<file path="src/core/bcb_pkg.sv">
package bcb_pkg;

	// Register numbers with fixed roles
	localparam logic [3:0] LINK_REG_NUM = 4'hE;
	localparam logic [3:0] PC_REG_NUM = 4'hF;
	localparam logic [3:0] LOW_REG_LIMIT = 4'h8;

	// Link value for the register call is the program counter minus this
	localparam logic [31:0] CALL_REG_LINK_BACK = 32'h0000_0002;

	// Upper nibble that marks a possible exception-return target
	localparam logic [3:0] EXC_RETURN_PREFIX = 4'hF;

	// Condition flag positions within the 4-bit flag word
	localparam int FLAG_N_POS = 3;
	localparam int FLAG_Z_POS = 2;
	localparam int FLAG_C_POS = 1;
	localparam int FLAG_V_POS = 0;
	localparam logic [3:0] FLAGS_RESET = 4'h0;

	// Short-form opcode fields, matched on the top bits of halfword one, except the low [2:0] check
	localparam logic [8:0] OP_BRANCH_REG = 9'h08E;    // [15:7]
	localparam logic [8:0] OP_CALL_REG = 9'h08F;      // [15:7]
	localparam logic [9:0] OP_CMP_NEG = 10'h10B;      // [15:6]
	localparam logic [9:0] OP_CMP_REG_LO = 10'h10A;   // [15:6]
	localparam logic [7:0] OP_CMP_REG_HI = 8'h45;     // [15:8]
	localparam logic [7:0] OP_MOVE_REG = 8'h46;       // [15:8]
	localparam logic [4:0] OP_CMP_IMM = 5'h05;        // [15:11]
	localparam logic [2:0] BRANCH_LOW_ZERO = 3'h0;    // [2:0]

	// Long-form call: halfword one [15:11], halfword two [15:14] and [12]
	localparam logic [4:0] OP_CALL_IMM_HI = 5'h1E;
	localparam logic [1:0] OP_CALL_IMM_LO = 2'h3;

	// Barrier prefix: halfword one [15:4], halfword two [15:14] and [12]
	localparam logic [11:0] OP_BARRIER_HI = 12'hF3B;
	localparam logic [1:0] OP_BARRIER_LO = 2'h2;
	localparam logic [3:0] BARRIER_SEL_ORDER = 4'h5;  // halfword two [7:4]
	localparam logic [3:0] BARRIER_SEL_COMPLETE = 4'h4;
	localparam logic [3:0] FULL_SYSTEM_OPTION = 4'hF;

	typedef enum logic [0:0] {
		BCB_RUN,
		BCB_DRAIN
	} bcb_state_t;

endpackage

</file>
<file path="src/core/bcb_flag_adder.sv">
`timescale 1ns/1ps

// 32-bit add with carry-in, giving the four condition flags
module bcb_flag_adder (
	input wire logic [31:0] op_a,
	input wire logic [31:0] op_b,
	input wire logic carry_in,
	output logic [31:0] sum,
	output logic flag_n,
	output logic flag_z,
	output logic flag_c,
	output logic flag_v
);
	logic [32:0] wide;

	// Carry from the 33rd bit, overflow from operand and result signs
	always_comb begin
		wide = {1'b0, op_a} + {1'b0, op_b} + {32'h0000_0000, carry_in};
		sum = wide[31:0];
		flag_n = wide[31];
		flag_z = (wide[31:0] == 32'h0000_0000);
		flag_c = wide[32];
		flag_v = (op_a[31] == op_b[31]) && (wide[31] != op_a[31]);
	end
endmodule

</file>
<file path="src/core/bcb_exec.sv">
`timescale 1ns/1ps

// Behaviour
// - Immediate call links next address with bit 0 set, branches PC+offset.
// - Immediate call runs only as one whole 32-bit instruction, never halves.
// - Register call takes target from register, links PC minus 2, bit0 set.
// - Leaving compact state faults on the target instruction, not the branch.
// - Register branch without link to a target whose upper nibble is F is flagged as possible exception return.
// - Register branch naming register 15 is unpredictable.
// - Register call naming register 15 is unpredictable.
// - Compare-negative adds operands, carry-in zero, sets all four flags.
// - Compare-immediate adds inverted immediate plus one, sets four flags.
// - Short compare-immediate carries an unsigned byte, zero to 255.
// - First register compare uses 3-bit fields, registers 0 to 7 only.
// - Second register compare: high bit joins field; unpredictable cases.
// - Copy synonym decodes exactly as the register move.
// - Memory barrier orders earlier explicit accesses before later ones.
// - Memory barrier never stalls non-memory instructions.
// - Every memory barrier option executes as the full-system barrier.
// - Completion barrier holds back all later instructions until done.
// - Completion barrier ends when accesses and maintenance are finished.
// - Every completion barrier option executes as full-system barrier.
// - Call offset built from sign, derived jump bits, fields, zero LSB.
module bcb_exec
	import bcb_pkg::*;
(
	input wire logic clk,
	input wire logic srst,
	input wire logic instr_valid,
	output logic instr_ready,
	input wire logic [31:0] instr,
	input wire logic instr_is32,
	input wire logic [31:0] program_counter,
	output logic [3:0] rf_addr_a,
	output logic [3:0] rf_addr_b,
	input wire logic [31:0] rf_data_a,
	input wire logic [31:0] rf_data_b,
	input wire logic mem_idle,
	input wire logic maint_idle,
	output logic mem_fence,
	output logic barrier_done,
	output logic flags_we,
	output logic [3:0] condition_flags,
	output logic link_we,
	output logic [31:0] link_register,
	output logic branch_valid,
	output logic [31:0] branch_target,
	output logic branch_state_fault,
	output logic exc_return_hint,
	output logic rd_we,
	output logic [3:0] rd_addr,
	output logic [31:0] rd_data,
	output logic unpredictable,
	output logic undefined
);
	typedef struct packed {
		bcb_state_t st;
		logic fence;
		logic done;
		logic flags_we;
		logic [3:0] flags;
		logic link_we;
		logic [31:0] link;
		logic br_valid;
		logic [31:0] br_target;
		logic br_fault;
		logic exc_ret;
		logic rd_we;
		logic [3:0] rd_addr;
		logic [31:0] rd_data;
		logic unpred;
		logic undef;
	} bcb_regs_t;

	bcb_regs_t regs_r;
	bcb_regs_t regs_nxt;

	logic [15:0] hw1;
	logic [15:0] hw2;
	logic take;
	logic is_branch_reg;
	logic is_call_reg;
	logic is_cmp_neg;
	logic is_cmp_imm;
	logic is_cmp_lo;
	logic is_cmp_hi;
	logic is_move;
	logic is_call_imm;
	logic is_barrier;
	logic [3:0] cmp_hi_first;
	logic [3:0] cmp_hi_second;
	logic [31:0] byte_immediate;
	logic offset_sign;
	logic derived_i1;
	logic derived_i2;
	logic [31:0] call_offset;
	logic [31:0] call_reg_link;
	logic [31:0] add_b;
	logic add_cin;
	logic [31:0] add_sum;
	logic add_n;
	logic add_z;
	logic add_c;
	logic add_v;

	// Halfword one sits in the upper half for both widths
	assign hw1 = instr[31:16];
	assign hw2 = instr[15:0];
	assign take = instr_valid && instr_ready;

	// Only the drain state refuses instructions
	assign instr_ready = (regs_r.st == BCB_RUN);

	// Opcode recognition, short forms first, then the long forms
	assign is_branch_reg = !instr_is32 && (hw1[15:7] == OP_BRANCH_REG)
		&& (hw1[2:0] == BRANCH_LOW_ZERO);
	assign is_call_reg = !instr_is32 && (hw1[15:7] == OP_CALL_REG)
		&& (hw1[2:0] == BRANCH_LOW_ZERO);
	assign is_cmp_neg = !instr_is32 && (hw1[15:6] == OP_CMP_NEG);
	assign is_cmp_lo = !instr_is32 && (hw1[15:6] == OP_CMP_REG_LO);
	assign is_cmp_hi = !instr_is32 && (hw1[15:8] == OP_CMP_REG_HI);
	assign is_cmp_imm = !instr_is32 && (hw1[15:11] == OP_CMP_IMM);
	// Copy synonym has no encoding of its own: it arrives as this move
	assign is_move = !instr_is32 && (hw1[15:8] == OP_MOVE_REG);
	// Call prefix seen as a lone halfword is refused, not half-executed
	assign is_call_imm = instr_is32 && (hw1[15:11] == OP_CALL_IMM_HI)
		&& (hw2[15:14] == OP_CALL_IMM_LO) && hw2[12];
	assign is_barrier = instr_is32 && (hw1[15:4] == OP_BARRIER_HI)
		&& (hw2[15:14] == OP_BARRIER_LO) && !hw2[12];

	// High compare: extra bit joins the 3-bit first field
	assign cmp_hi_first = {hw1[7], hw1[2:0]};
	assign cmp_hi_second = hw1[6:3];
	assign byte_immediate = {24'h00_0000, hw1[7:0]};

	// Call offset: S, I1, I2, imm10, imm11, zero, sign-extended
	assign offset_sign = hw1[10];
	assign derived_i1 = ~(hw2[13] ^ offset_sign);
	assign derived_i2 = ~(hw2[11] ^ offset_sign);
	assign call_offset = {{7{offset_sign}}, offset_sign, derived_i1,
		derived_i2, hw1[9:0], hw2[10:0], 1'b0};
	assign call_reg_link = program_counter - CALL_REG_LINK_BACK;

	// Register read addresses; low forms pad a zero bit on top
	always_comb begin
		rf_addr_a = {1'b0, hw1[2:0]};
		rf_addr_b = {1'b0, hw1[5:3]};
		if (is_cmp_imm) begin
			rf_addr_a = {1'b0, hw1[10:8]};
		end else if (is_cmp_hi) begin
			rf_addr_a = cmp_hi_first;
			rf_addr_b = cmp_hi_second;
		end else if (is_branch_reg || is_call_reg || is_move) begin
			rf_addr_a = hw1[6:3];
		end
	end

	// Compare-negative adds straight; compares add the inverse plus one
	always_comb begin
		add_b = ~rf_data_b;
		add_cin = 1'b1;
		if (is_cmp_neg) begin
			add_b = rf_data_b;
			add_cin = 1'b0;
		end else if (is_cmp_imm) begin
			add_b = ~byte_immediate;
		end
	end

	// One shared adder serves all four compare flavours
	bcb_flag_adder u_adder (
		.op_a(rf_data_a),
		.op_b(add_b),
		.carry_in(add_cin),
		.sum(add_sum),
		.flag_n(add_n),
		.flag_z(add_z),
		.flag_c(add_c),
		.flag_v(add_v)
	);

	// Next state; result strobes are one-cycle pulses by default
	always_comb begin
		regs_nxt = regs_r;
		regs_nxt.done = 1'b0;
		regs_nxt.flags_we = 1'b0;
		regs_nxt.link_we = 1'b0;
		regs_nxt.br_valid = 1'b0;
		regs_nxt.br_fault = 1'b0;
		regs_nxt.exc_ret = 1'b0;
		regs_nxt.rd_we = 1'b0;
		regs_nxt.unpred = 1'b0;
		regs_nxt.undef = 1'b0;

		// Fence drops once earlier accesses have drained
		if (mem_idle) begin
			regs_nxt.fence = 1'b0;
		end

		case (regs_r.st)
		BCB_RUN: begin
			if (take) begin
				if (is_call_imm) begin
					regs_nxt.link_we = 1'b1;
					regs_nxt.link = {program_counter[31:1], 1'b1};
					regs_nxt.br_valid = 1'b1;
					regs_nxt.br_target = program_counter + call_offset;
				end else if (is_call_reg) begin
					if (hw1[6:3] == PC_REG_NUM) begin
						regs_nxt.unpred = 1'b1;
					end else begin
						regs_nxt.link_we = 1'b1;
						regs_nxt.link = {call_reg_link[31:1], 1'b1};
						regs_nxt.br_valid = 1'b1;
						regs_nxt.br_target = {rf_data_a[31:1], 1'b0};
						// Fault rides with the target, not this branch
						regs_nxt.br_fault = !rf_data_a[0];
					end
				end else if (is_branch_reg) begin
					if (hw1[6:3] == PC_REG_NUM) begin
						regs_nxt.unpred = 1'b1;
					end else begin
						regs_nxt.br_valid = 1'b1;
						regs_nxt.br_target = {rf_data_a[31:1], 1'b0};
						regs_nxt.br_fault = !rf_data_a[0];
						regs_nxt.exc_ret =
							(rf_data_a[31:28] == EXC_RETURN_PREFIX);
					end
				end else if (is_cmp_hi && ((cmp_hi_first < LOW_REG_LIMIT
						&& cmp_hi_second < LOW_REG_LIMIT)
						|| cmp_hi_first == PC_REG_NUM
						|| cmp_hi_second == PC_REG_NUM)) begin
					// Flags left untouched on an unpredictable compare
					regs_nxt.unpred = 1'b1;
				end else if (is_cmp_neg || is_cmp_imm || is_cmp_lo
						|| is_cmp_hi) begin
					// Sum is discarded; only the flags leave the block
					regs_nxt.flags_we = 1'b1;
					regs_nxt.flags[FLAG_N_POS] = add_n;
					regs_nxt.flags[FLAG_Z_POS] = add_z;
					regs_nxt.flags[FLAG_C_POS] = add_c;
					regs_nxt.flags[FLAG_V_POS] = add_v;
				end else if (is_move) begin
					regs_nxt.rd_we = 1'b1;
					regs_nxt.rd_addr = {hw1[7], hw1[2:0]};
					regs_nxt.rd_data = rf_data_a;
				end else if (is_barrier
						&& hw2[7:4] == BARRIER_SEL_ORDER) begin
					// Option ignored: every value acts as full system
					regs_nxt.fence = 1'b1;
					regs_nxt.done = 1'b1;
				end else if (is_barrier
						&& hw2[7:4] == BARRIER_SEL_COMPLETE) begin
					// Option ignored here too, always full system
					regs_nxt.st = BCB_DRAIN;
				end else begin
					regs_nxt.undef = 1'b1;
				end
			end
		end
		BCB_DRAIN: begin
			// Release only when accesses and maintenance have ended
			if (mem_idle && maint_idle) begin
				regs_nxt.st = BCB_RUN;
				regs_nxt.done = 1'b1;
			end
		end
		default: begin
			regs_nxt.st = BCB_RUN;
		end
		endcase
	end

	// Single register stage for the whole state word
	always_ff @(posedge clk) begin
		if (srst) begin
			regs_r <= '0;
			regs_r.st <= BCB_RUN;
			regs_r.flags <= FLAGS_RESET;
		end else begin
			regs_r <= regs_nxt;
		end
	end

	// Outputs other than the read addresses come straight from the state word
	assign mem_fence = regs_r.fence;
	assign barrier_done = regs_r.done;
	assign flags_we = regs_r.flags_we;
	assign condition_flags = regs_r.flags;
	assign link_we = regs_r.link_we;
	assign link_register = regs_r.link;
	assign branch_valid = regs_r.br_valid;
	assign branch_target = regs_r.br_target;
	assign branch_state_fault = regs_r.br_fault;
	assign exc_return_hint = regs_r.exc_ret;
	assign rd_we = regs_r.rd_we;
	assign rd_addr = regs_r.rd_addr;
	assign rd_data = regs_r.rd_data;
	assign unpredictable = regs_r.unpred;
	assign undefined = regs_r.undef;
endmodule

</file>
<file path="config.mk">
export PLATFORM = sky130hd
export DESIGN_NAME = bcb_exec
export DESIGN_NICKNAME = d
export VERILOG_FILES = /design/src/core/bcb_pkg.sv /design/src/core/bcb_flag_adder.sv /design/src/core/bcb_exec.sv
export SDC_FILE = /design/constraint.sdc
export NUM_CORES = 1
export LEC_CHECK = 0
export ABC_AREA = 1
export BUFFER_PORTS_ARGS = -buffer_cell sky130_fd_sc_hd__buf_4
export CAP_MARGIN = 20
export CORE_MARGIN = 8
export CORE_UTILIZATION = 43
export CTS_CLUSTER_DIAMETER = 60
export DETAILED_ROUTE_END_ITERATION = 10
export PLACE_DENSITY_LB_ADDON = 0.1
export SYNTH_ARGS = -nofsm -noshare
export SYNTH_HDL_FRONTEND = slang
export SYNTH_SLANG_ARGS = --single-unit
</file>
<file path="constraint.sdc">
create_clock -name clk -period 3.17 [get_ports clk]
set_input_delay 0.1585 -clock clk [delete_from_list [all_inputs] [get_ports clk]]
set_output_delay 0.1585 -clock clk [all_outputs]
set_load 0.05 [all_outputs]
</file>
==> run summary, run 1 <==
The remaining design rule violation count was 0; the global-route track usage on met2 was 0.4533. The number of antenna violations at the first check in global routing was 2. The fraction of layout cells with a size suffix above 1 is 0.1918. Dominant cell type by count on the critical path: sky130_fd_sc_hd__nand2_1. The compound-gate portion of the synthesized area is 0.1826, and the placer's final routability congestion estimate is 0.9989. Among all flip-flop cells after synthesis, the most frequent one is sky130_fd_sc_hd__dfxtp_1. The horizontal die dimension came out at 174.5 um. The signal on the critical path passes through buf_4 > nor2_1 > and3_1 > o211ai_1 > o21ai_1 > fa_1 > inv_1 > fa_1 > inv_1 > nand2_1 > nand2_1 > nand3_1 > nand2_1 > nand2_1 > nand2_1 > nand3_1 > nand3_1 > nand2_1 > nor2_1 > nand2_1 > nor2_1 > nand2_1 > a21oi_1.

The combinational share of power is 0.281, and the flip-flop and latch count after synthesis is 115. The run gives 0 as the max-slew violation count. The worst-case IR drop observed on VDD is 0.3513 mV. The final number of setup-violating endpoints is 0, and the power density normalized to cell area is 364.2 mW/mm2. Share of cell area taken by muxes after synthesis: 0. The worst setup path is launched from an input port. The critical path is of the input port to flop type. Summed over all instances, the cell type with the most area after synthesis is sky130_fd_sc_hd__dfxtp_1. The power share of the clock group is 0.421, and the part of the cycle the worst path needs is 0.8807. The die is 174.5 um tall.

For this run, the slowest stage of the critical path takes 0.42 ns. In the final routed layout, each cell accounts on average for 18.82 um. The number of detailed-route iterations in the first pass is 5. The final worst clock skew was 0.01260 ns. Setup repair after global routing left no endpoint under its margin.

The net count reported at finish was 2198; the transition time of the tightest slew-check pin was 0.6577 ns. Count of port buffers added during placement: 256. The final layout contains routed wiring with a total length of 44.08 mm.

The max-cap violation count was 0; the global route total overflow was 0. In this run the most critical hold path is launched from program_counter[0]. Once the clock tree was built, the setup fixing pass inserted 0 buffers.

From synthesis to final layout, the design area changed by 23.46%. For the total via count in the routed design, the log shows 12.49k. The total inserted antenna cells is 0, and the count of endpoints failing hold in the final timing report is 0. The library cell used most frequently in the layout, excluding fill and tap cells, is sky130_fd_sc_hd__nand2_1.

The critical path starts at instr[30]. The path class of the tightest hold or removal check is input port to flop. The floorplan step defined a die boundary enclosing 0.03045 mm2.

TritonCTS built the clock tree. The run gives 3.53 ns as the required time reported for the critical path endpoint. Counting both buffers and inverters, the worst setup path holds a total of 3. The met1 layer usage reported by global route was 0.3501; the total standard cell area after synthesis was 0.01080 mm2. When the netlist entered floorplanning its net count stood at 2001.

The post-detailed-route via-to-cell ratio came out at 5.333. For this design, the slowest cell found on the critical path is sky130_fd_sc_hd__fa_1. The logs give 0.2131 for the part of the Yosys area used for sequential elements and 0.3582 GHz for the highest attainable clock frequency. For the worst setup path, the data arrival time is 3.15 ns.

In this run the worst path has a maximum fanout of 9. The critical path's top delay family is simple AND/OR/NAND/NOR gates. The count of boundary I/O pins is 257, and the antenna violation net count after detailed routing is 0. The run gives 0.3783 ns as the least setup slack across all paths after layout.

The run gives 0.5605 as the normalized max-slew margin. The startpoint identified for the worst register-to-register timing path is regs_r[114]. The share of total power in sequential cells came out at 0.298. Once detailed placement completed, the half-perimeter wirelength came to 35.81 mm. The area of the placeable core is 0.02489 mm2.

Entering global routing, the biggest net connects 42 pins. Initial cell density of the core: 0.4341. The wire length of the first global-routing pass was 66.92 mm. The clock transition at the registers of the reported paths came out at 0.07 ns.

The clock net in this run drives a total of 115 sinks. After synthesis, the netlist uses 49 different library cells. The number of instances in the placed design is 2299, and the mean area per synthesized cell is 5.996 um2.

The final design utilization came out at 0.5359. The number of flops mapped to enable cells by yosys was 0. The post-place setup slack was -0.03133 ns. The reg-to-reg setup timing slack was 1.00 ns.

In the post-synthesis netlist, the biggest area contributors are sky130_fd_sc_hd__dfxtp_1 (21%), sky130_fd_sc_hd__nand2_1 (14%), sky130_fd_sc_hd__nor2_1 (8.7%). For this design the static power due to leakage is 0.006858 uW. The fraction of post-synthesis cell area in the top cell type by area is 0.2131. In this run the core area contains 58 standard-cell rows. In the layout the commonest cells are sky130_fd_sc_hd__nand2_1 (411), sky130_fd_sc_hd__buf_4 (314), sky130_fd_sc_hd__nor2_1 (250), sky130_fd_sc_hd__inv_1 (222), sky130_fd_sc_hd__a21oi_1 (155). The insertion delay of the later-clocked pin in the worst-skew pair came out at 0.43 ns. The routed design could run at a clock period as short as 2.792 ns.

The overall global routing resource usage was 0.2806; the simple-gate share of the synthesized area was 0.3355. The tools report the internal power contribution as 3149 uW. For the depth of the CTS H-tree, the log shows 4. The switching share of power came out at 0.3520.

The iteration-0 DRC count of the detailed router came out at 1151. The adder-cell share of the synthesized area came out at 0.07736. The worst setup path is captured at a flop. The deepest clock path buffer count came out at 2. The run finished with clean final reports.

Summed over all nets, the switching power comes to 1710 uW. By area, the combinational part of the netlist is dominated by simple AND/OR/NAND/NOR gates. The number of clock buffers added by TritonCTS is 17. The total power consumption of the routed design was 4859 uW; the post-synthesis share of cell area spent on xor and xnor gates was 0.02027. The clock tree root buffer cell was sky130_fd_sc_hd__clkbuf_16.

After technology mapping, the gate count stands at 1802. The tools report the via count of the first global-routing pass as 12.03k. The met3 track demand over resource was 0.05793; the fraction of registers with async set or reset after synthesis was 0. met2 is the most crowded layer.

For the final standard cell count with taps included and fillers excluded, the log shows 2342. Yosys printed 0 warnings.
worst register-to-register path, stage by stage, from the launching register on:
cell and delay, ns:
sky130_fd_sc_hd__dfxtp_1 0.36, sky130_fd_sc_hd__inv_1 0.08, sky130_fd_sc_hd__nand2_1 0.14, sky130_fd_sc_hd__inv_1 0.11, sky130_fd_sc_hd__buf_4 0.16, sky130_fd_sc_hd__nand2_1 0.10
sky130_fd_sc_hd__nor2_2 0.24, sky130_fd_sc_hd__nand2_1 0.35, sky130_fd_sc_hd__buf_4 0.35, sky130_fd_sc_hd__nor2_1 0.12, sky130_fd_sc_hd__nor2_1 0.05
area by class of cell:
cell class	instances	area [um2]
clock inverters	15	170.2
inverters	227	855.8
multi-input cells	1311	6665
fillers	2599	11550
flip-flops and latches	115	2302
clock buffers	17	425.4
repair buffers	327	2507
well taps	330	412.9
flip-flops by register name, indices dropped and copies added (netlist names):
name                cells
branch_state_fault      1
rd_addr                 4
barrier_done            1
branch_valid            1
mem_fence               1
rd_we                   1
exc_return_hint         1
rd_data                32
flags_we                1
branch_target          32
link_we                 1
regs_r                  1
unpredictable           1
link_register          32
undefined               1
condition_flags         4
cell families after synthesis:
logic type / count (synthesis)
AND/OR/NAND/NOR: 862
adder cells (fa/ha/maj): 65
flip-flops: 115
AO/OA/AOI/OAI: 359
buffers and inverters: 376
XOR/XNOR: 25
routing by layer:
metal,vias to the layer above,wire length [um]
met1,5742,19040
met2,470,19860
li1,6182,-
met3,91,3126
met4,4,2032
met5,-,24
power groups by stage:
stage	sequential, uW	clock, uW	combinational, uW
floorplan	1480	0	770
global placement	1480	0	1320
detailed placement	1480	0	1320
CTS	1450	2050	1340
global route	1450	2110	1500
finish	1450	2050	1360
final timing paths:
kind / end / depth (start not counted)
max reg2reg: rd_data[15] / 10
min reg2reg: link_register[0] / 2
max: condition_flags[2] / 23
min: branch_target[0] / 3
Yosys cell counts, types with 10 or more instances:
library cell / count
sky130_fd_sc_hd__a211oi_1: 18
sky130_fd_sc_hd__a21oi_1: 155
sky130_fd_sc_hd__buf_4: 111
sky130_fd_sc_hd__clkbuf_1: 28
sky130_fd_sc_hd__dfxtp_1: 115
sky130_fd_sc_hd__ha_1: 62
sky130_fd_sc_hd__inv_1: 223
sky130_fd_sc_hd__nand2_1: 411
sky130_fd_sc_hd__nand3_1: 95
sky130_fd_sc_hd__nand4_1: 28
sky130_fd_sc_hd__nor2_1: 251
sky130_fd_sc_hd__nor3_1: 24
sky130_fd_sc_hd__o211ai_1: 18
sky130_fd_sc_hd__o21ai_0: 126
sky130_fd_sc_hd__o21bai_1: 10
sky130_fd_sc_hd__or2_2: 13
sky130_fd_sc_hd__xor2_1: 16
metrics by stage:
stage	hold slack (ns)	TNS, ns	cell area, um2
5_1_grt	0.01153	0	13340
3_5_place_dp	0.4143	-0.05266	12630
2_1_floorplan	0.2370	0	10810
4_1_cts	0.001004	0	13330
6_report	0.007617	0	13340
3_3_place_gp	0.4093	0	12630
repair_timing:
action | CTS | global route
setup endpoints to repair | 0 | 2
resized for setup | 0 | 1
endpoints found under the hold margin | 11 | 0
hold buffers | 11 | 0
(Power assumes the default switching activity.)
==> inputs of run 2 (changes only) <==
clock period = 3.2 ns   (was 3.17 ns; I/O delays follow)
==> run 2 against run 1 <==
Effect of this change: hold slack improved by 0.011 ns; global-route usage rose by 0.94 points; die area did not move; sequential share of layout area fell by 0.077 points; critical endpoint unchanged; largest cell class unchanged.
==> run summary, run 2 (synthesis gave the netlist of run 1 again) <==
The final design utilization is 0.5383 (+0.002413), and the clock transition at the registers of the reported paths is 0.07 ns (about the same). The count of buffer and inverter cells on the critical path was 4 (+1). The total inserted antenna cells is 0 (unchanged), and the deepest clock path buffer count is 2 (unchanged). The run gives 2600 (+0.038%) as the total of fill cells in the finished design. Depth of the CTS H-tree: 4 (unchanged).

The run finished with clean final reports. The tools report the final design area excluding fillers as 0.01340 mm2 (+0.45%). The run gives 2201 (+0.14%) as the net count reported at finish. The required time reported for the critical path endpoint is 3.56 ns (+0.03 ns), and the die height is 174.5 um (unchanged). The maximum fanout along the worst path was 15 (+6); the overall die area was 0.03045 mm2 (unchanged). The critical path's top delay family was simple AND/OR/NAND/NOR gates.

The horizontal die dimension was 174.5 um (unchanged); the time the final worst path needs with I/O delays and setup was 2.807 ns. The total via count in the routed design is 12.37k (-0.97%), and the transition time of the tightest slew-check pin is 0.7112 ns (+0.05355 ns). Final worst clock skew: 0.01418 ns (+0.001580 ns).

The routed length per placed instance was 19.40 um (+3.1%). The remaining design rule violation count was 0 (unchanged); the fraction of layout cells with a size suffix above 1 was 0.1935 (+0.001699). The tools report the post-place setup slack as -0.07428 ns (-0.04294 ns). Antenna violation net count after detailed routing: 0 (unchanged). For the normalized max-slew margin, the log shows 0.5252 (-0.03535). The run gives 0 (unchanged) as the global route total overflow. met2 is the most crowded layer. TritonCTS built the clock tree. The logs give 2345 (+0.13%) for the final standard cell count with taps included and fillers excluded and 0.006897 uW (+0.57%) for the leakage power. The area of the placeable core was 0.02489 mm2 (unchanged). For the maximum resistive drop on vdd, the log shows 0.3022 mV (-14%). The critical path data arrival time was 3.17 ns (+0.02 ns); the number of detailed-route iterations in the first pass was 5 (unchanged). The clock tree root buffer cell was sky130_fd_sc_hd__clkbuf_16. The placer's final routability congestion estimate was 0.9408 (-5.8%); the overall global routing resource usage was 0.2900 (+0.009423).

The run gives 0.4341 (unchanged) as the initial cell density of the core. The clock sink count came out at 115 (unchanged). The most numerous cell type found on the critical path is sky130_fd_sc_hd__nand2_1. The count of boundary I/O pins is 257 (unchanged). The run gives 17 (unchanged) as the number of buffers inserted during clock tree synthesis. The critical path is of the input port to flop type. The run gives 0.4768 (+0.02351) as the global-route track usage on met2.

The slowest stage of the critical path belongs to the cell sky130_fd_sc_hd__ha_1. The final number of setup-violating endpoints is 0 (unchanged), and the number of instances in the placed design is 2303 (+0.17%). The post-detailed-route via-to-cell ratio is 5.274 (-1.1%), and the number of buffers inserted by post-CTS setup repair is 0 (unchanged). The signal on the critical path passes through buf_4 > nand2_1 > inv_1 > and3_1 > nor2_2 > buf_12 > buf_4 > a21oi_1 > ha_1 > nand2_1 > nor2_1 > nand4_1 > nand2_1 > nand2_1 > nand3_1 > nand2_1 > nor2_1 > nand2_1 > nor2_1 > nand2_1 > a21oi_1. For the wire length of the first global-routing pass, the log shows 68.77 mm (+2.8%). The largest stage delay on the critical path came out at 0.40 ns (-0.02 ns).

The number of placement rows came out at 58 (unchanged). The library cells used most frequently in the layout, excluding fill and tap cells, are sky130_fd_sc_hd__nand2_1 (410), sky130_fd_sc_hd__buf_4 (317), sky130_fd_sc_hd__nor2_1 (250), sky130_fd_sc_hd__inv_1 (222), sky130_fd_sc_hd__a21oi_1 (155). The least setup slack across all paths after layout came out at 0.3933 ns (+0.01505 ns).

The worst setup path is captured at a flop. The via count of the first global-routing pass was 11.87k (-1.3%). The count of port buffers added during placement was 256 (unchanged); the power density normalized to cell area was 367.0 mW/mm2 (+0.76%). The run gives 0 (unchanged) as the max-slew violation count. The area of placed instances is 0.01267 mm2 (+0.34%). The max-cap violation count is 0 (unchanged).

Routed wire length: 45.49 mm (+3.2%). The logs give 0.44 ns (about the same) for the insertion delay of the later-clocked pin in the worst-skew pair and 0 (-2) for the number of antenna violations at the first check in global routing. The pin count of the biggest net entering global routing is 44 (+4.8%). The tightest min-delay check is of the input port to flop type. Setup repair after global routing left no endpoint under its margin.

The logs give 0 (unchanged) for the count of endpoints failing hold in the final timing report and 0.3563 GHz for the highest attainable clock frequency. The tools report the critical path launch point type as an input port. The area growth from synthesis to layout is 24.02%. The met3 track demand over resource came out at 0.05164 (-0.006292). The half-perimeter wire length after detailed placement was 36.90 mm (+3.0%); the met1 layer usage reported by global route was 0.3754 (+0.02529). The part of the cycle the worst path needs came out at 0.8771. The library cell used most frequently in the layout, excluding fill and tap cells, is sky130_fd_sc_hd__nand2_1. The iteration-0 DRC count of the detailed router is 1064 (-7.6%).
run 2: worst register-to-register path, delay by kind of cell (launching register included):
kind | cells | cell delay (ns)
AOI/OAI and AO/OA | 1 | 0.11
buffers and inverters | 2 | 0.17
DFF | 1 | 0.33
and+or+nand+nor | 10 | 1.24
run 2: repair_timing:
action | CTS | global route
endpoints found under the hold margin | 10 | 0
resized for setup | 0 | 2
hold buffers | 10 | 0
setup endpoints to repair | 0 | 1
run 2: final timing paths:
path	startpoint	to	slack, ns	cells after the start
worst min-delay path	rf_data_a[10]	rd_data[10]	0.02	3
worst max-delay path	instr[29]	condition_flags[2]	0.39	21
worst max register to register	regs_r[114]	condition_flags[2]	1.29	13
worst min register to register	link_register[0]	link_register[0]	0.46	2
run 2: cell type report:
class	instances	area, um2	area share
clock buffers	17	425.4	0.03175
clock inverters	15	195.2	0.01457
inverters	227	855.8	0.06387
multi-input cells	1311	6668	0.4976
flip-flops and latches	115	2302	0.1718
well taps	330	412.9	0.03082
repair buffers	330	2540	0.1896
run 2: metal layers:
layer | share of wire | routed length, um
met4 | 0.032 | 1435
met5 | 0 | 0
met3 | 0.063 | 2873
met2 | 0.46 | 20860
met1 | 0.45 | 20320
run 2: where the power goes:
part / total, uW / switching [uW] / internal [uW]
Sequential: 1440 / 1.46 / 1430
Combinational: 1370 / 853 / 518
Clock: 2110 / 861 / 1250
run 2: through the flow:
step	hold WS, ns	setup TNS, ns	total power [uW]
floorplan	0.2385	0	2233
global placement	0.4073	-0.02666	2800
detailed placement	0.4178	-0.07428	2797
CTS	0.002591	0	4899
global route	0.002843	0	5133
finish	0.01895	0	4918
==> inputs of run 3 (changes only) <==
CORE_MARGIN = 2   (was 8)
RECOVER_POWER = 25   (was unset)
==> run 3 against run 2 <==
Effect of this change: sequential share of layout area grew 0.16 points; sequential cell count unchanged; via count decreased by 0.72%; worst setup slack better by 0.010 ns; die area is 13% lower; core utilization fell by 0.50 points; sequential power is essentially flat; final area decreased by 0.93%; critical endpoint unchanged; highest routed layer unchanged.
==> run summary, run 3 (synthesis gave the netlist of run 1 again) <==
Number of detailed-route iterations in the first pass: 5 (unchanged). The number of instances in the placed design was 2315 (+0.52%); the horizontal die dimension was 162.5 um (-6.9%). The time the final worst path needs with I/O delays and setup is 2.796 ns (-0.01042 ns). The type of element capturing the critical path is a flop. For the normalized max-slew margin, the log shows 0.5426 (+0.01738). The tools report the final standard cell count with taps included and fillers excluded as 2358 (+0.55%).

The tools report the total inserted antenna cells as 0 (unchanged). For the required time reported for the critical path endpoint, the log shows 3.56 ns (about the same). TritonCTS built the clock tree.

The total of fill cells in the finished design is 2648 (+1.8%), and the final worst clock skew is 0.01142 ns (-0.002764 ns). Routed wire length: 42.84 mm (-5.8%). The logs give 0.2064 mV (-32%) for the maximum resistive drop on vdd and 68 (+55%) for the pin count of the biggest net entering global routing.

The total via count in the routed design is 12.28k (-0.72%), and the final design area excluding fillers is 0.01327 mm2 (-0.93%). The transition time of the tightest slew-check pin was 0.6891 ns (-0.02208 ns). The area of the placeable core is 0.02489 mm2 (unchanged), and the overall global routing resource usage is 0.3229 (+0.03291).

The logs give 0.02641 mm2 (-13%) for the overall die area and 0.9779 (+3.9%) for the placer's final routability congestion estimate. The clock sink count was 115 (unchanged); the power density normalized to cell area was 371.2 mW/mm2 (+1.1%). Clock tree root buffer cell: sky130_fd_sc_hd__clkbuf_16. The count of port buffers added during placement was 256 (unchanged). Depth of the CTS H-tree: 4 (unchanged). The routed length per placed instance is 18.17 um (-6.3%). The sequential cell area is 0.002302 mm2 (unchanged), and the count of endpoints failing hold in the final timing report is 0 (unchanged). The insertion delay of the later-clocked pin in the worst-skew pair came out at 0.43 ns (about the same). The number of buffers inserted by post-CTS setup repair is 0 (unchanged), and the max-slew violation count is 0 (unchanged).

For the iteration-0 DRC count of the detailed router, the log shows 933 (-12%). Leakage power: 0.006715 uW (-2.6%). The number of buffers inserted during clock tree synthesis was 17 (unchanged).

In the layout the commonest cells are sky130_fd_sc_hd__nand2_1 (411), sky130_fd_sc_hd__buf_4 (271), sky130_fd_sc_hd__nor2_1 (250), sky130_fd_sc_hd__inv_1 (222), sky130_fd_sc_hd__a21oi_1 (155). The area of placed instances was 0.01276 mm2 (+0.71%); the growth of design area from synthesis to finish was 22.86%. The run gives 11.65k (-1.9%) as the via count of the first global-routing pass. The remaining design rule violation count is 0 (unchanged), and the part of the cycle the worst path needs is 0.8738 (-0.003256). The critical path in this run is classified as input port to flop.

The maximum fanout along the worst path is 7 (-8). Setup repair after global routing left no endpoint under its margin. The tools report the area taken by multi-input logic gates as 0.006660 mm2 (-0.11%). The post-detailed-route via-to-cell ratio is 5.207 (-1.3%), and the antenna violation net count after detailed routing is 0 (unchanged). Number of placement rows: 58 (unchanged).

The fraction of layout cells with a size suffix above 1 is 0.1691 (-0.02442). The run finished with clean final reports. The max-cap violation count was 0 (unchanged); the global route total overflow was 0 (unchanged). The class of the tightest hold or removal check was input port to flop. The critical path launch point type was an input port.

The half-perimeter wire length after detailed placement came out at 34.69 mm (-6.0%). The run gives 0.4341 (unchanged) as the initial cell density of the core. Most common cell after layout, fill and taps aside: sky130_fd_sc_hd__nand2_1. Summed negative setup slack over all endpoints: 0 ns (unchanged). The die height was 162.5 um (-6.9%); the deepest clock path buffer count was 2 (unchanged). The wire length of the first global-routing pass is 64.96 mm (-5.5%), and the clock transition at the registers of the reported paths is 0.07 ns (about the same). The run gives 2214 (+0.59%) as the net count reported at finish. The count of boundary I/O pins was 257 (unchanged); the critical path data arrival time was 3.16 ns (about the same). The logs give 0 (unchanged) for the number of antenna violations at the first check in global routing and 0 (unchanged) for the final number of setup-violating endpoints.

The highest attainable clock frequency is 0.3576 GHz (+0.37%).
[run 3: changes by cell type in the layout (fill, tap and decap cells not counted), sizes merged]
cell,before,now
dlygate4sd3,10,11
buf,320,274
clkbuf,17,75
[run 3: final timing paths]
path,startpoint,end,slack (ns),cells after the start
setup / recovery,instr_is32,condition_flags[2],0.40,23
hold / removal,rf_data_a[24],rd_data[24],0.01,3
setup reg to reg,regs_r[114],condition_flags[2],1.11,13
hold reg to reg,branch_target[31],branch_target[31],0.46,2
[run 3: repair_timing]
action,4_1_cts,5_1_grt
resized for setup,0,0
hold buffers,11,0
endpoints found under the hold margin,11,0
[run 3: metrics by stage]
stage                     hold WS, ns  utilization  setup WS, ns  power [uW]
after floorplan                0.2385            -       0.01236        2233
after global placement         0.4086       0.5127       0.04727        2816
after detailed placement       0.4129       0.5127       0.02768        2812
after CTS                   0.0002574       0.5420        0.4554        4929
after global routing         0.006630       0.5333       0.06946        5166
final                         0.01272       0.5333        0.4037        4928
[run 3: per-layer routing]
layer	vias to the layer above	track usage	wire, um
met5	-	0	0
li1	6209	-	-
met2	451	0.5300	19320
met1	5552	0.4392	19610
met4	0	0.1122	1327
met3	67	0.03769	2573
[run 3: cell type report]
class	instances	share of cell area
Sequential cell	115	0.1734
Timing Repair Buffer	343	0.1825
Clock buffer	17	0.03205
Multi-Input combinational cell	1311	0.5017
Tap cell	330	0.03111
Clock inverter	15	0.01470
Inverter	227	0.06447
[run 3: where the power goes]
| part | internal [uW] | switching (uW) | total [uW] | leakage [uW] |
|---|---|---|---|---|
| sequential | 1430 | 1.25 | 1430 | 0.000926 |
| clock | 1250 | 862 | 2110 | 0.000303 |
| combinational | 535 | 844 | 1380 | 0.00549 |
[run 3: critical path, stage by stage]
cell,delay [ns]
sky130_fd_sc_hd__buf_4,0.14
sky130_fd_sc_hd__nor2_1,0.09
sky130_fd_sc_hd__and3_1,0.32
sky130_fd_sc_hd__buf_4,0.18
sky130_fd_sc_hd__inv_1,0.05
sky130_fd_sc_hd__nand2_1,0.05
sky130_fd_sc_hd__o21ai_0,0.07
sky130_fd_sc_hd__o21a_1,0.21
sky130_fd_sc_hd__fa_1,0.42
sky130_fd_sc_hd__inv_1,0.10
sky130_fd_sc_hd__nand2_1,0.06
sky130_fd_sc_hd__nand2_1,0.11
sky130_fd_sc_hd__buf_4,0.13
sky130_fd_sc_hd__nand4_1,0.10
sky130_fd_sc_hd__nand2_1,0.21
sky130_fd_sc_hd__nand2_1,0.10
sky130_fd_sc_hd__nand3_1,0.11
sky130_fd_sc_hd__nand2_1,0.06
sky130_fd_sc_hd__nor2_1,0.14
sky130_fd_sc_hd__nand2_1,0.06
sky130_fd_sc_hd__nor2_1,0.10
sky130_fd_sc_hd__nand2_1,0.06
sky130_fd_sc_hd__a21oi_1,0.11
